**config.mk**
```make
export PLATFORM = sky130hd
export DESIGN_NAME = ptp_egress_ts_interrupts
export DESIGN_NICKNAME = d
export VERILOG_FILES = /design/src/rtl/ptp_egress_ts_pkg.sv /design/src/rtl/ptp_egress_ts_interrupts.sv /design/src/rtl/ptp_sticky_flag.sv
export SDC_FILE = /design/constraint.sdc
export NUM_CORES = 1
export LEC_CHECK = 0
export BUFFER_PORTS_ARGS = -buffer_cell sky130_fd_sc_hd__buf_2
export CAP_MARGIN = 20
export CELL_PAD_IN_SITES_DETAIL_PLACEMENT = 1
export CELL_PAD_IN_SITES_GLOBAL_PLACEMENT = 1
export CORE_MARGIN = 2
export CORE_UTILIZATION = 42
export DETAILED_ROUTE_END_ITERATION = 12
export PLACE_DENSITY = 0.85
export SETUP_SLACK_MARGIN = 0.1
export SLEW_MARGIN = 30
export SYNTH_ARGS = -nofsm -noshare
export SYNTH_HDL_FRONTEND = slang
export SYNTH_HIERARCHICAL = 1
export SYNTH_SLANG_ARGS = --single-unit
```
**constraint.sdc**
```tcl
create_clock -name i_ref_clk -period 5.25 [get_ports i_ref_clk]
set_input_delay 1.05 -clock i_ref_clk [delete_from_list [all_inputs] [get_ports i_ref_clk]]
set_output_delay 1.05 -clock i_ref_clk [all_outputs]
set_load 0.05 [all_outputs]
```
**src/rtl/ptp_egress_ts_pkg.sv**
```systemverilog
// Package: register offsets, field positions and reset values.
package ptp_egress_ts_pkg;

	// ==========================================================
	// Register byte offsets inside the port's PTP block.
	localparam logic [7:0] OFF_REQ_TIME_HI  = 8'h08;
	localparam logic [7:0] OFF_REQ_TIME_LO  = 8'h0A;
	localparam logic [7:0] OFF_SYNC_TIME_HI = 8'h0C;
	localparam logic [7:0] OFF_SYNC_TIME_LO = 8'h0E;
	localparam logic [7:0] OFF_RESP_TIME_HI = 8'h10;
	localparam logic [7:0] OFF_RESP_TIME_LO = 8'h12;
	localparam logic [7:0] OFF_IRQ_FLAGS    = 8'h14;
	localparam logic [7:0] OFF_IRQ_ENABLES  = 8'h16;

	// ==========================================================
	// Bit positions shared by the flag and enable registers.
	localparam int BIT_SYNC = 15;
	localparam int BIT_REQ  = 14;
	localparam int BIT_RESP = 13;

	// ==========================================================
	// Values after reset.
	localparam logic [15:0] REG_RESET    = 16'h0000;
	localparam logic [31:0] TIME_RESET   = 32'h0000_0000;
	localparam logic [2:0]  EVENT_RESET  = 3'h0;

endpackage

```
**src/rtl/ptp_egress_ts_interrupts.sv**
```systemverilog
// Per-port egress timestamp registers, ready flags and enables.
`timescale 1ns/1ps
module ptp_egress_ts_interrupts
	import ptp_egress_ts_pkg::*;
#(
	parameter int TIME_W = 32
)(
	input  wire logic        i_ref_clk,
	input  wire logic        i_rst,
	input  wire logic        i_sync_time_valid,
	input  wire logic [31:0] i_sync_time,
	input  wire logic        i_req_time_valid,
	input  wire logic [31:0] i_req_time,
	input  wire logic        i_resp_time_valid,
	input  wire logic [31:0] i_resp_time,
	input  wire logic [7:0]  i_reg_addr,
	input  wire logic        i_reg_wr,
	input  wire logic [15:0] i_reg_wdata,
	output logic      [15:0] o_reg_rdata,
	output logic             o_ptp_irq_status,
	output logic             o_ptp_irq_enable
);

	// ==========================================================
	// Elaboration check.
	if (TIME_W != 32) begin : g_width_check
		$error("TIME_W must be 32: timestamps split into two 16-bit words");
	end

	// ==========================================================
	// Captured timestamps.
	logic [31:0] sync_egress_time_q;
	logic [31:0] req_egress_time_q;
	logic [31:0] pdelay_resp_egress_time_q;
	logic [2:0]  irq_en_q;
	logic [2:0]  irq_en_d;
	logic [2:0]  flags;
	logic [2:0]  flags_d;
	logic [2:0]  events;
	logic        flag_wr;

	// Latest Sync time; a new capture simply overwrites the old one.
	always_ff @(posedge i_ref_clk) begin
		if (i_rst) begin
			sync_egress_time_q <= TIME_RESET;
		end else if (i_sync_time_valid) begin
			sync_egress_time_q <= i_sync_time;
		end
	end

	// Latest request time.
	always_ff @(posedge i_ref_clk) begin
		if (i_rst) begin
			req_egress_time_q <= TIME_RESET;
		end else if (i_req_time_valid) begin
			req_egress_time_q <= i_req_time;
		end
	end

	// Latest Pdelay_Resp time, both halves together.
	always_ff @(posedge i_ref_clk) begin
		if (i_rst) begin
			pdelay_resp_egress_time_q <= TIME_RESET;
		end else if (i_resp_time_valid) begin
			pdelay_resp_egress_time_q <= i_resp_time;
		end
	end

	// ==========================================================
	// Ready flags, index 2 = Sync, 1 = request, 0 = Pdelay_Resp.
	assign events  = {i_sync_time_valid, i_req_time_valid,
	                  i_resp_time_valid};
	assign flag_wr = i_reg_wr && (i_reg_addr == OFF_IRQ_FLAGS);

	// One sticky cell per frame class; write data bits map by position.
	for (genvar k = 0; k < 3; k++) begin : g_flag
		ptp_sticky_flag u_flag (
			.i_ref_clk (i_ref_clk),
			.i_rst     (i_rst),
			.i_set     (events[k]),
			.i_clear   (flag_wr && i_reg_wdata[BIT_RESP + k]),
			.o_flag    (flags[k]),
			.o_flag_d  (flags_d[k])
		);
	end

	// ==========================================================
	// Enables; only bits 15 to 13 are stored.
	always_comb begin
		irq_en_d = irq_en_q;
		if (i_reg_wr && (i_reg_addr == OFF_IRQ_ENABLES)) begin
			irq_en_d = i_reg_wdata[BIT_SYNC:BIT_RESP];
		end
	end

	always_ff @(posedge i_ref_clk) begin
		if (i_rst) begin
			irq_en_q <= EVENT_RESET;
		end else begin
			irq_en_q <= irq_en_d;
		end
	end

	// Aggregates use next values so the outputs track the bits
	// with no extra cycle while still coming from flip-flops.
	always_ff @(posedge i_ref_clk) begin
		if (i_rst) begin
			o_ptp_irq_status <= 1'b0;
			o_ptp_irq_enable <= 1'b0;
		end else begin
			o_ptp_irq_status <= |flags_d;
			o_ptp_irq_enable <= |irq_en_d;
		end
	end

	// ==========================================================
	// Read data, registered: the word for i_reg_addr appears one
	// cycle later. Unmapped offsets read zero.
	always_ff @(posedge i_ref_clk) begin
		if (i_rst) begin
			o_reg_rdata <= REG_RESET;
		end else begin
			case (i_reg_addr)
				OFF_REQ_TIME_HI:  o_reg_rdata <= req_egress_time_q[31:16];
				OFF_REQ_TIME_LO:  o_reg_rdata <= req_egress_time_q[15:0];
				OFF_SYNC_TIME_HI: o_reg_rdata <= sync_egress_time_q[31:16];
				OFF_SYNC_TIME_LO: o_reg_rdata <= sync_egress_time_q[15:0];
				OFF_RESP_TIME_HI: begin
					o_reg_rdata <= pdelay_resp_egress_time_q[31:16];
				end
				OFF_RESP_TIME_LO: begin
					o_reg_rdata <= pdelay_resp_egress_time_q[15:0];
				end
				OFF_IRQ_FLAGS:    o_reg_rdata <= {flags, 13'h0000};
				OFF_IRQ_ENABLES:  o_reg_rdata <= {irq_en_q, 13'h0000};
				default:          o_reg_rdata <= REG_RESET;
			endcase
		end
	end

	// ==========================================================
	// Checks.
	resp_low_read_a: assert property (
		@(posedge i_ref_clk) disable iff (i_rst)
		(i_resp_time_valid ##1 (i_reg_addr == OFF_RESP_TIME_LO))
		|=> o_reg_rdata == $past(i_resp_time[15:0], 2))
		else $error("Pdelay_Resp low word not read back");

	sync_flag_set_a: assert property (
		@(posedge i_ref_clk) disable iff (i_rst)
		i_sync_time_valid |=> (flags[2] && o_ptp_irq_status))
		else $error("Sync ready flag not set");

	w1c_zero_keeps_a: assert property (
		@(posedge i_ref_clk) disable iff (i_rst)
		(flags[2] && flag_wr && !i_reg_wdata[BIT_SYNC]) |=> flags[2])
		else $error("Writing zero cleared the Sync flag");

	req_flag_set_a: assert property (
		@(posedge i_ref_clk) disable iff (i_rst)
		(i_req_time_valid && flag_wr) |=> flags[1])
		else $error("Request flag lost on clear collision");

	resp_flag_clear_a: assert property (
		@(posedge i_ref_clk) disable iff (i_rst)
		(flag_wr && i_reg_wdata[BIT_RESP] && !i_resp_time_valid)
		|=> !flags[0])
		else $error("Pdelay_Resp flag not cleared by one");

	status_or_a: assert property (
		@(posedge i_ref_clk) disable iff (i_rst)
		o_ptp_irq_status == (|flags))
		else $error("PTP status output differs from flag OR");

	enable_write_a: assert property (
		@(posedge i_ref_clk) disable iff (i_rst)
		(i_reg_wr && i_reg_addr == OFF_IRQ_ENABLES)
		|=> irq_en_q == $past(i_reg_wdata[15:13]))
		else $error("Enable bits did not take write data");

	enable_or_a: assert property (
		@(posedge i_ref_clk) disable iff (i_rst)
		o_ptp_irq_enable == (|irq_en_q))
		else $error("PTP enable output differs from enable OR");

	flags_reset_a: assert property (
		@(posedge i_ref_clk)
		i_rst |=> (flags == 3'h0 && irq_en_q == 3'h0 && !o_ptp_irq_status))
		else $error("Flags or enables not cleared by reset");

	resp_high_read_a: assert property (
		@(posedge i_ref_clk) disable iff (i_rst)
		(i_reg_addr == OFF_RESP_TIME_HI)
		|=> o_reg_rdata == $past(pdelay_resp_egress_time_q[31:16]))
		else $error("Pdelay_Resp high word wrong");

	sync_words_a: assert property (
		@(posedge i_ref_clk) disable iff (i_rst)
		(i_sync_time_valid ##1 (i_reg_addr == OFF_SYNC_TIME_HI))
		|=> o_reg_rdata == $past(i_sync_time[31:16], 2))
		else $error("Sync high word not read back");

	reserved_zero_a: assert property (
		@(posedge i_ref_clk) disable iff (i_rst)
		(i_reg_addr == OFF_IRQ_FLAGS || i_reg_addr == OFF_IRQ_ENABLES)
		|=> o_reg_rdata[12:0] == 13'h0000)
		else $error("Reserved bits read nonzero");

endmodule

```
**src/rtl/ptp_sticky_flag.sv**
```systemverilog
// Sticky event flag, set by hardware and cleared by writing a one.
`timescale 1ns/1ps
module ptp_sticky_flag
	import ptp_egress_ts_pkg::*;
(
	input  wire logic i_ref_clk,
	input  wire logic i_rst,
	input  wire logic i_set,
	input  wire logic i_clear,
	output logic      o_flag,
	output logic      o_flag_d
);

	// Set beats clear so an event landing on the clear cycle survives.
	always_comb begin
		if (i_set) begin
			o_flag_d = 1'b1;
		end else if (i_clear) begin
			o_flag_d = 1'b0;
		end else begin
			o_flag_d = o_flag;
		end
	end

	// Flag storage, empty after reset.
	always_ff @(posedge i_ref_clk) begin
		if (i_rst) begin
			o_flag <= EVENT_RESET[0];
		end else begin
			o_flag <= o_flag_d;
		end
	end

endmodule

```
==> results.toml, run 1 <==
[outcome]
outcome = "finished, final reports clean"

[clock_tree]
clockBufferDepth = 2
cts_resized = 0
clock_sinks = 120
clk_latency_ns = 0.41
clockRootBuffer = "clkbuf_16"
cts_hold_buf = 0
post_cts_buffers = 0
cts_tree = "built"
clkTransAtPathRegs_ns = 0.06
cts.htree.levels = 4
cts_buffers = 17

[detailed_routing]
met2_length_um = 6627
antenna_left = 0
dr_total_vias = 3842
wl_met3_um = 698
wire_per_inst_um = 18.22
post-route-drc-count = 0
dr.max_layer_used = "met5"
via_per_inst = 5.213
drt_first_pass_iters = 4
m1WireLength_um = 5877
wirelength_um = 13430
drt-initial-drc-count = 189

[setup_path]
cp.required_ns = 5.53
reg2reg_slack_ns = 4.01
crit_chain = "buf_2 > buf_4 > mux4_2 > a22oi_1 > nor2_1"
worstReg2RegStart = "sync_egress_time_q[10]$_SDFFE_PP0P_"
r2r_cells = 3
critPathKind = "input port to flop"
cp_slowest_cell = "buf_2"
startpoint_type = "input port"
cp_max_fo = 26
max_stage_delay_ns = 0.59
end_kind = "flop"
crit_arrival_ns = 2.97
worstReg2RegEnd = "o_reg_rdata[10]$_SDFF_PP0_"
crit_start = "i_reg_addr[1]"

[place]
gp_congestion = 0.7798
pre_cts_ws_ns = 2.128
placed_cell_area_um2 = 5680
dp.cells = 704
portBuffers = 130
dp_hpwl_um = 9597

[floorplanning]
core_area_um2 = 11470
io_pins = 144
die_area_um2 = 12720
initial_core_util = 0.4334
chipHeight_um = 112.8
fp.dieW_um = 112.8
fp-row-count = 39

[finish]
nFillCells = 1285
finalInstanceArea_um2 = 6281
fin_util = 0.5477
nets = 707
area_growth_syn_to_layout_pct = 26.38
layout-drive-gt1-share = 0.3367
n_antenna_cell = 0
final_cell_count_no_fill = 737

[global_route]
grt_max_degree = 65
grt_overflow = 0
grt_pass1_vias = 4212
antenna_found_initial = 1
grt_usage = 0.2251
grt_pass1_wl_um = 22020

[timing]
worst_slack_ns = 2.562
finalSetupTns_ns = 0
holdWs_ns = 0.4889
tightest_slew_ns = 0.7879
fin_worst_skew_ns = 0.006595
max-slew-margin-rel = 0.4747
fmax_mhz = 372.1
final_hold_viol_count = 0
grt_setup_unrepaired = "false"
fin_crit_ns = 2.688
setup_viol = 0
finalMaxSlewViolations = 0
min_period_over_period = 0.5119

[yosys]
syn_nets = 589
syn_avg_cell_area_um2 = 10.73
synth.yosys.seq_area_share = 0.4834
ys.flop_type = "dfxtp_1"
async_reset_ff_frac = 0
synth_warnings = 6
postSynthCellCount = 463
netlist_area_um2 = 4970
synth.area.top_cells = "dfxtp_1 (48%), mux2i_1 (22%), nor2_1 (8.8%)"
synth_commonest_cells = "dfxtp_1 (120), nor2_1 (117), mux2i_1 (111)"
synth_largest_area_cell = "dfxtp_1"
yosys.cell_types.count = 29
yosysTopAreaCellShare = 0.4834
synth_edf_count = 0
yosysMostFrequentCell = "dfxtp_1"
synth_seq_cells = 120

[pwr]
power_mw = 2.325
peakVddDrop_v = 0.0002289
p_per_area_nw_per_um2 = 370.2
p_leak_nw = 2.917

[min_path]
min-delay-start = "sync_egress_time_q[23]$_SDFFE_PP0P_"
hold_path.class = "flop to flop"
hold_end = "sync_egress_time_q[23]$_SDFFE_PP0P_"
whs_path_depth = 2

[run]
drv_cap = 0
[power by group]
group	internal [mW]	switching, mW	leakage [nW]
sequential	0.958	0.0245	0.988
clock	0.730	0.392	0.286
combinational	0.110	0.111	1.64
[cell type report]
class	instances	area, um^2	area share
Sequential cell	120	2402	0.3825
Tap cell	143	178.9	0.02849
Multi-Input combinational cell	304	2389	0.3803
Timing Repair Buffer	134	720.7	0.1147
Clock buffer	23	478.0	0.07610
Inverter	4	15.01	0.002390
Clock inverter	9	97.59	0.01554
[logic make-up after synthesis]
group / count (synthesis) / share of synthesized area
buffers and inverters: 39 / 0.03600
DFF: 120 / 0.4834
and+or+nand+nor: 140 / 0.1269
AOI/OAI and AO/OA: 26 / 0.04003
xor gates and xnor gates: 1 / 0.001763
muxes: 137 / 0.3119
[registers in the layout (all words and copies together) (netlist names)]
| name | count |
|---|---|
| g_flag.u_flag/o_flag | 3 |
| irq_en_q | 3 |
| o_ptp_irq_enable | 1 |
| o_ptp_irq_status | 1 |
| o_reg_rdata | 16 |
| pdelay_resp_egress_time_q | 32 |
| req_egress_time_q | 32 |
| sync_egress_time_q | 32 |
[critical path, delay by kind of cell]
| kind | cells | cell delay [ns] |
|---|---|---|
| simple gates | 1 | 0.07 |
| mux | 1 | 0.59 |
| buf+inv | 2 | 1.00 |
| compound gates | 1 | 0.23 |
[metal layers]
layer / track usage / up-vias
met1: 0.2779 / 1862
met3: 0.06481 / 23
met2: 0.3745 / 107
li1: - / 1848
met4: 0.08537 / 2
met5: 0 / -
[layout by cell type, fill, tap and decap left out]
master      Yosys  layout
a211oi_1        1       1
nor4_4          1       1
clkinvlp_4      0       1
nor2b_1         1       1
nor3_1          2       2
nand2b_4        3       3
and2_1          3       3
nand2_1         4       4
xnor2_1         1       1
buf_16          0       1
clkbuf_8        0       3
mux2_2         13      13
bufinv_16       0       2
clkbuf_16       0      17
nor3b_4         1       1
o22ai_1         6       6
buf_4           1       5
or4_4           1       1
nand2b_1        1       1
inv_1           4       4
or3_1           1       1
a32oi_1         6       6
buf_12          0       1
mux4_2         13      13
clkbuf_1       13       3
a21oi_2         3       3
nor2_1        117     117
nor4_1          3       3
a22oi_1        10      10
dfxtp_1       120     120
or3b_2          2       2
clkinv_2        0       6
mux2i_1       111     111
buf_2           5     127
[worst max-delay path by stage]
stage / end / slack [ns]
after floorplan: o_ptp_irq_status$_SDFF_PP0_ / 2.58
after global placement: o_reg_rdata[4]$_SDFF_PP0_ / 2.19
after detailed placement: o_reg_rdata[10]$_SDFF_PP0_ / 2.13
after CTS: o_reg_rdata[12]$_SDFF_PP0_ / 2.55
after global routing: o_reg_rdata[10]$_SDFF_PP0_ / 2.42
final: o_reg_rdata[10]$_SDFF_PP0_ / 2.56
Power figures use the tool's default switching activity.
==> run 2, diff against run 1 <==
- CORE_UTILIZATION: 42 -> 36
- PLACE_DENSITY: 0.85 -> 0.77
- clock period: 5.25 -> 2.3 ns (I/O delays scaled with it)
==> run 2 against run 1 <==
  * Sequential power is 130% higher
  * Cell count increased by 5.8%
  * Register-to-register slack got worse by 3.0 ns
  * Wire length is 1.8% higher
  * Cell area grew 2.8%
  * Highest routed layer unchanged
  * Flip-flop and latch count unchanged
  * Global-route usage is 3.1 points lower
  * First-iteration DRC count decreased by 35%
  * Sequential share of layout area down 1.1 points
  * Worst hold slack got worse by 0.20 ns
  * Largest power group unchanged
  * Clock power rose to 2.5 times the previous value
==> results.toml, run 2 (synthesized netlist as in run 1, its figures left out) <==
[timing]
setup_viol = 0
grt_setup_unrepaired = "false"
finalMaxSlewViolations = 0
holdWs_ns = 0.2847
max-slew-margin-rel = 0.6559
finalSetupTns_ns = 0
tightest_slew_ns = 0.5162
final_hold_viol_count = 0
fmax_mhz = 524.1
fin_crit_ns = 1.908
min_period_over_period = 0.8295
fin_worst_skew_ns = 0.008080

[pwr]
p_leak_nw = 2.982
swShare = 0.2252
p_seq_frac = 0.404
p_sw_mw = 1.251
p_comb_frac = 0.093
p_per_area_nw_per_um2 = 860.1
p_clk_frac = 0.503
peakVddDrop_v = 0.0004852
p_int_mw = 4.304

[setup_path]
crit_arrival_ns = 2.19
critPathKind = "input port to flop"
cp_max_fo = 3
end_kind = "flop"
startpoint_type = "input port"
r2r_cells = 3
cp.required_ns = 2.58
reg2reg_slack_ns = 1.04
worstReg2RegEnd = "o_reg_rdata[0]$_SDFF_PP0_"
worstReg2RegStart = "sync_egress_time_q[0]$_SDFFE_PP0P_"

[global_route]
grt_max_degree = 105
grt_pass1_vias = 4045
grt_overflow = 0
grt_util_met3 = 0.06485
grt_pass1_wl_um = 21370
gr-usage-met2 = 0.3076
grt_usage = 0.1939
grtUsageMet1 = 0.2412
grt-busiest-layer = "met2"
antenna_found_initial = 3

[finish]
top_regs = "pdelay_resp_egress_time_q x32, req_egress_time_q x32, sync_egress_time_q x32"
final_common_cell = "buf_2"
layout-drive-gt1-share = 0.3516
area_growth_syn_to_layout_pct = 29.96
final_cell_mix = "buf_2 (129), dfxtp_1 (120), nor2_1 (117)"
nets = 716
fin_util = 0.4839
nFillCells = 1515

[place]
gp_congestion = 0.7978
portBuffers = 130
dp_hpwl_um = 9710

[run]
drv_cap = 0

[detailed_routing]
drt-initial-drc-count = 122
dr_total_vias = 3836
antenna_left = 0
via_per_inst = 4.918
wire_per_inst_um = 17.53
wirelength_um = 13670
post-route-drc-count = 0
drt_first_pass_iters = 4

[clock_tree]
cts_buffers = 17
cts_tree = "built"
cts.htree.levels = 4
post_cts_buffers = 0
cts_hold_buf = 0
clock_sinks = 120
clkTransAtPathRegs_ns = 0.06
cts_resized = 0
clockRootBuffer = "clkbuf_16"
clk_latency_ns = 0.41
clockBufferDepth = 2

[floorplanning]
io_pins = 144
die_area_um2 = 14760
fp-row-count = 42
core_area_um2 = 13350
initial_core_util = 0.3723
fp.dieW_um = 121.5
chipHeight_um = 121.5

[min_path]
whs_path_depth = 3
hold_path.class = "input port to flop"
min-delay-start = "i_sync_time[11]"
hold_end = "sync_egress_time_q[11]$_SDFFE_PP0P_"

[outcome]
outcome = "finished, final reports clean"
[run 2: cell types whose count changed in the layout (fill, tap and decap cells not counted)]
cell / change
bufinv_16: +2
buf_12: +3
buf_4: +5
buf_16: -1
clkinv_2: -1
clkbuf_1: -3
buf_2: +2
clkinvlp_4: +2
clkinv_4: +1
diode_2: +1
clkbuf_8: -1
[run 2: how the worst max path moves through the flow]
stage / from / endpoint / slack, ns / cells after the start
global placement: i_reg_addr[5] / o_ptp_irq_status$_SDFF_PP0_ / 0.08 / 8
detailed placement: i_reg_addr[5] / o_ptp_irq_status$_SDFF_PP0_ / 0.02 / 8
global route: i_reg_addr[5] / o_ptp_irq_status$_SDFF_PP0_ / 0.23 / 8
finish: i_reg_addr[5] / o_ptp_irq_status$_SDFF_PP0_ / 0.39 / 8
floorplan: i_reg_addr[5] / o_ptp_irq_status$_SDFF_PP0_ / 0.22 / 8
CTS: i_reg_addr[5] / o_ptp_irq_status$_SDFF_PP0_ / 0.41 / 8
[run 2: worst max-delay path: stages]
cell	delay [ns]
buf_2	0.11
or4_4	0.53
nor4_1	0.44
and2_1	0.23
nand2b_4	0.14
nand2_1	0.06
nor3_1	0.18
nor2_1	0.05
[run 2: per-layer routing]
metal  share of wire  vias to the layer above
li1                -                     1869
met1            0.46                     1837
met5         0.00080                        -
met3           0.059                       24
met4           0.019                        2
met2            0.46                      104
[run 2: stage by stage]
stage          total power [mW]  cell area [um^2]  cells  setup WS, ns
5_1_grt                   5.771              6456    779        0.2337
2_1_floorplan             2.586              4970    463        0.2164
6_report                  5.555              6459    780        0.3921
3_5_place_dp              2.803              5827    747       0.02243
3_3_place_gp              2.777              5827    747       0.08363
4_1_cts                   5.630              6456    779        0.4123
[run 2: area by class of cell]
cell class,count,area (um^2),area share
Sequential cell,120,2402,0.3719
Multi-Input combinational cell,304,2389,0.3698
Timing Repair Buffer,143,800.8,0.1240
Clock buffer,19,452.9,0.07013
Tap cell,176,220.2,0.03410
Clock inverter,13,176.4,0.02731
Inverter,4,15.01,0.002325
Antenna cell,1,2.502,0.0003874
[run 2: power by group through the flow]
stage	Sequential (mW)	Clock, mW	Combinational, mW
5_1_grt	2.25	2.95	0.565
3_3_place_gp	2.28	0	0.500
6_report	2.24	2.80	0.516
3_5_place_dp	2.29	0	0.517
2_1_floorplan	2.27	0	0.316
4_1_cts	2.24	2.86	0.522
==> run 3, diff against run 2 <==
- CORE_UTILIZATION: 36 -> 39
- PLACE_DENSITY: 0.77 -> 0.8
- clock period: 2.3 -> 1.8 ns (I/O delays scaled with it)
==> run 3 against run 2 <==
  * Worst setup slack got worse by 0.18 ns
  * Via count is 0.99% higher
  * Worst hold slack got worse by 0.10 ns
  * Largest cell class is now multi-input gates
  * Highest routed layer is now met4
  * Critical endpoint is now irq_en_q[1]$_SDFF_PP0_
==> results.toml, run 3 (synthesized netlist as in run 1, its figures left out) <==
[global_route]
antenna_found_initial = 0
grt_usage = 0.2165
grt_pass1_wl_um = 21870
grt_overflow = 0
grt_pass1_vias = 4165
grt_max_degree = 105

[timing]
tightest_slew_ns = 0.5557
finalMaxSlewViolations = 0
grt_setup_unrepaired = "false"
max-slew-margin-rel = 0.6261
worst_slack_ns = 0.2138
final_hold_viol_count = 0
fmax_mhz = 630.5
fin_crit_ns = 1.586
fin_worst_skew_ns = 0.007386
min_period_over_period = 0.8812
setup_viol = 0
holdWs_ns = 0.1800

[pwr]
p_per_area_nw_per_um2 = 1051
p_comb_frac = 0.101
p_seq_frac = 0.420
p_sw_mw = 1.561
peakVddDrop_v = 0.0005072
p_int_mw = 5.270
p_leak_nw = 3.016
p_clk_frac = 0.479
swShare = 0.2285

[clock_tree]
cts_resized = 0
clockRootBuffer = "clkbuf_16"
cts_tree = "built"
cts_buffers = 17
clkTransAtPathRegs_ns = 0.05
clockBufferDepth = 2
cts.htree.levels = 4
clk_latency_ns = 0.41
clock_sinks = 120
post_cts_buffers = 0
cts_hold_buf = 0

[detailed_routing]
wire_per_inst_um = 18.04
antenna_left = 0
post-route-drc-count = 0
wirelength_um = 14110
via_per_inst = 4.954
drt-initial-drc-count = 121
dr.max_layer_used = "met4"
m1WireLength_um = 6173
drt_first_pass_iters = 4
dr_total_vias = 3874
wl_met3_um = 611
met2_length_um = 7000

[setup_path]
cp_max_fo = 5
critPathKind = "input port to flop"
end_kind = "flop"
cp.required_ns = 2.08
crit_arrival_ns = 1.87
startpoint_type = "input port"

[floorplanning]
fp.dieW_um = 116.9
initial_core_util = 0.3970
die_area_um2 = 13660
fp-row-count = 41
core_area_um2 = 12520
io_pins = 144
chipHeight_um = 116.9

[finish]
final_cell_count_no_fill = 782
top_regs = "pdelay_resp_egress_time_q x32, req_egress_time_q x32, sync_egress_time_q x32"
area_growth_syn_to_layout_pct = 30.84
nets = 723
layout-drive-gt1-share = 0.3557
nFillCells = 1450
final_common_cell = "buf_2"
n_antenna_cell = 0
final_cell_mix = "buf_2 (129), dfxtp_1 (120), nor2_1 (117)"
finalInstanceArea_um2 = 6502

[outcome]
outcome = "finished, final reports clean"

[run]
drv_cap = 0

[place]
gp_congestion = 0.7818
portBuffers = 130
dp_hpwl_um = 10280
pre_cts_ws_ns = -0.1766
dp.cells = 750
placed_cell_area_um2 = 5927

[min_path]
hold_path.class = "input port to flop"
[run 3: final timing paths]
check	endpoint	slack [ns]	startpoint	cells after the start
setup / recovery	irq_en_q[1]$_SDFF_PP0_	0.21	i_reg_addr[5]	6
hold / removal	req_egress_time_q[17]$_SDFFE_PP0P_	0.18	i_req_time[17]	3
setup reg to reg	o_reg_rdata[14]$_SDFF_PP0_	0.56	sync_egress_time_q[14]$_SDFFE_PP0P_	3
hold reg to reg	sync_egress_time_q[14]$_SDFFE_PP0P_	0.49	sync_egress_time_q[14]$_SDFFE_PP0P_	2
[run 3: metrics by stage]
stage | util | total power, mW | setup TNS [ns]
2_1_floorplan | - | 3.306 | 0
3_3_place_gp | 0.4735 | 3.567 | -0.3224
3_5_place_dp | 0.4735 | 3.611 | -1.313
4_1_cts | 0.5195 | 6.904 | 0
5_1_grt | 0.5195 | 7.099 | 0
6_report | 0.5195 | 6.831 | 0
[run 3: area by class of cell]
type,instances,area [um^2],share of cell area
multi-input combinational,304,2404,0.3696
inverter,4,15.01,0.002309
timing repair buffer,150,890.9,0.1370
sequential,120,2402,0.3694
clock inverter,9,97.59,0.01501
tap,172,215.2,0.03310
clock buffer,23,478.0,0.07350
[run 3: critical path, cell delays in order]
cell,delay (ns)
buf_2,0.11
or4_4,0.61
nor4_4,0.32
buf_4,0.20
mux2i_1,0.21
nor2_1,0.06
[run 3: layer usage]
metal / GRT usage / up-vias
met4: 0.09176 / 0
met2: 0.3676 / 113
met5: 0 / -
met3: 0.04840 / 25
met1: 0.2656 / 1860
li1: - / 1876
[run 3: power groups by stage]
stage | logic [mW] | registers [mW] | clock network, mW
after detailed placement | 0.690 | 2.92 | 0
after global routing | 0.754 | 2.88 | 3.47
final | 0.689 | 2.87 | 3.27
after global placement | 0.658 | 2.91 | 0
after CTS | 0.698 | 2.87 | 3.34
after floorplan | 0.407 | 2.90 | 0
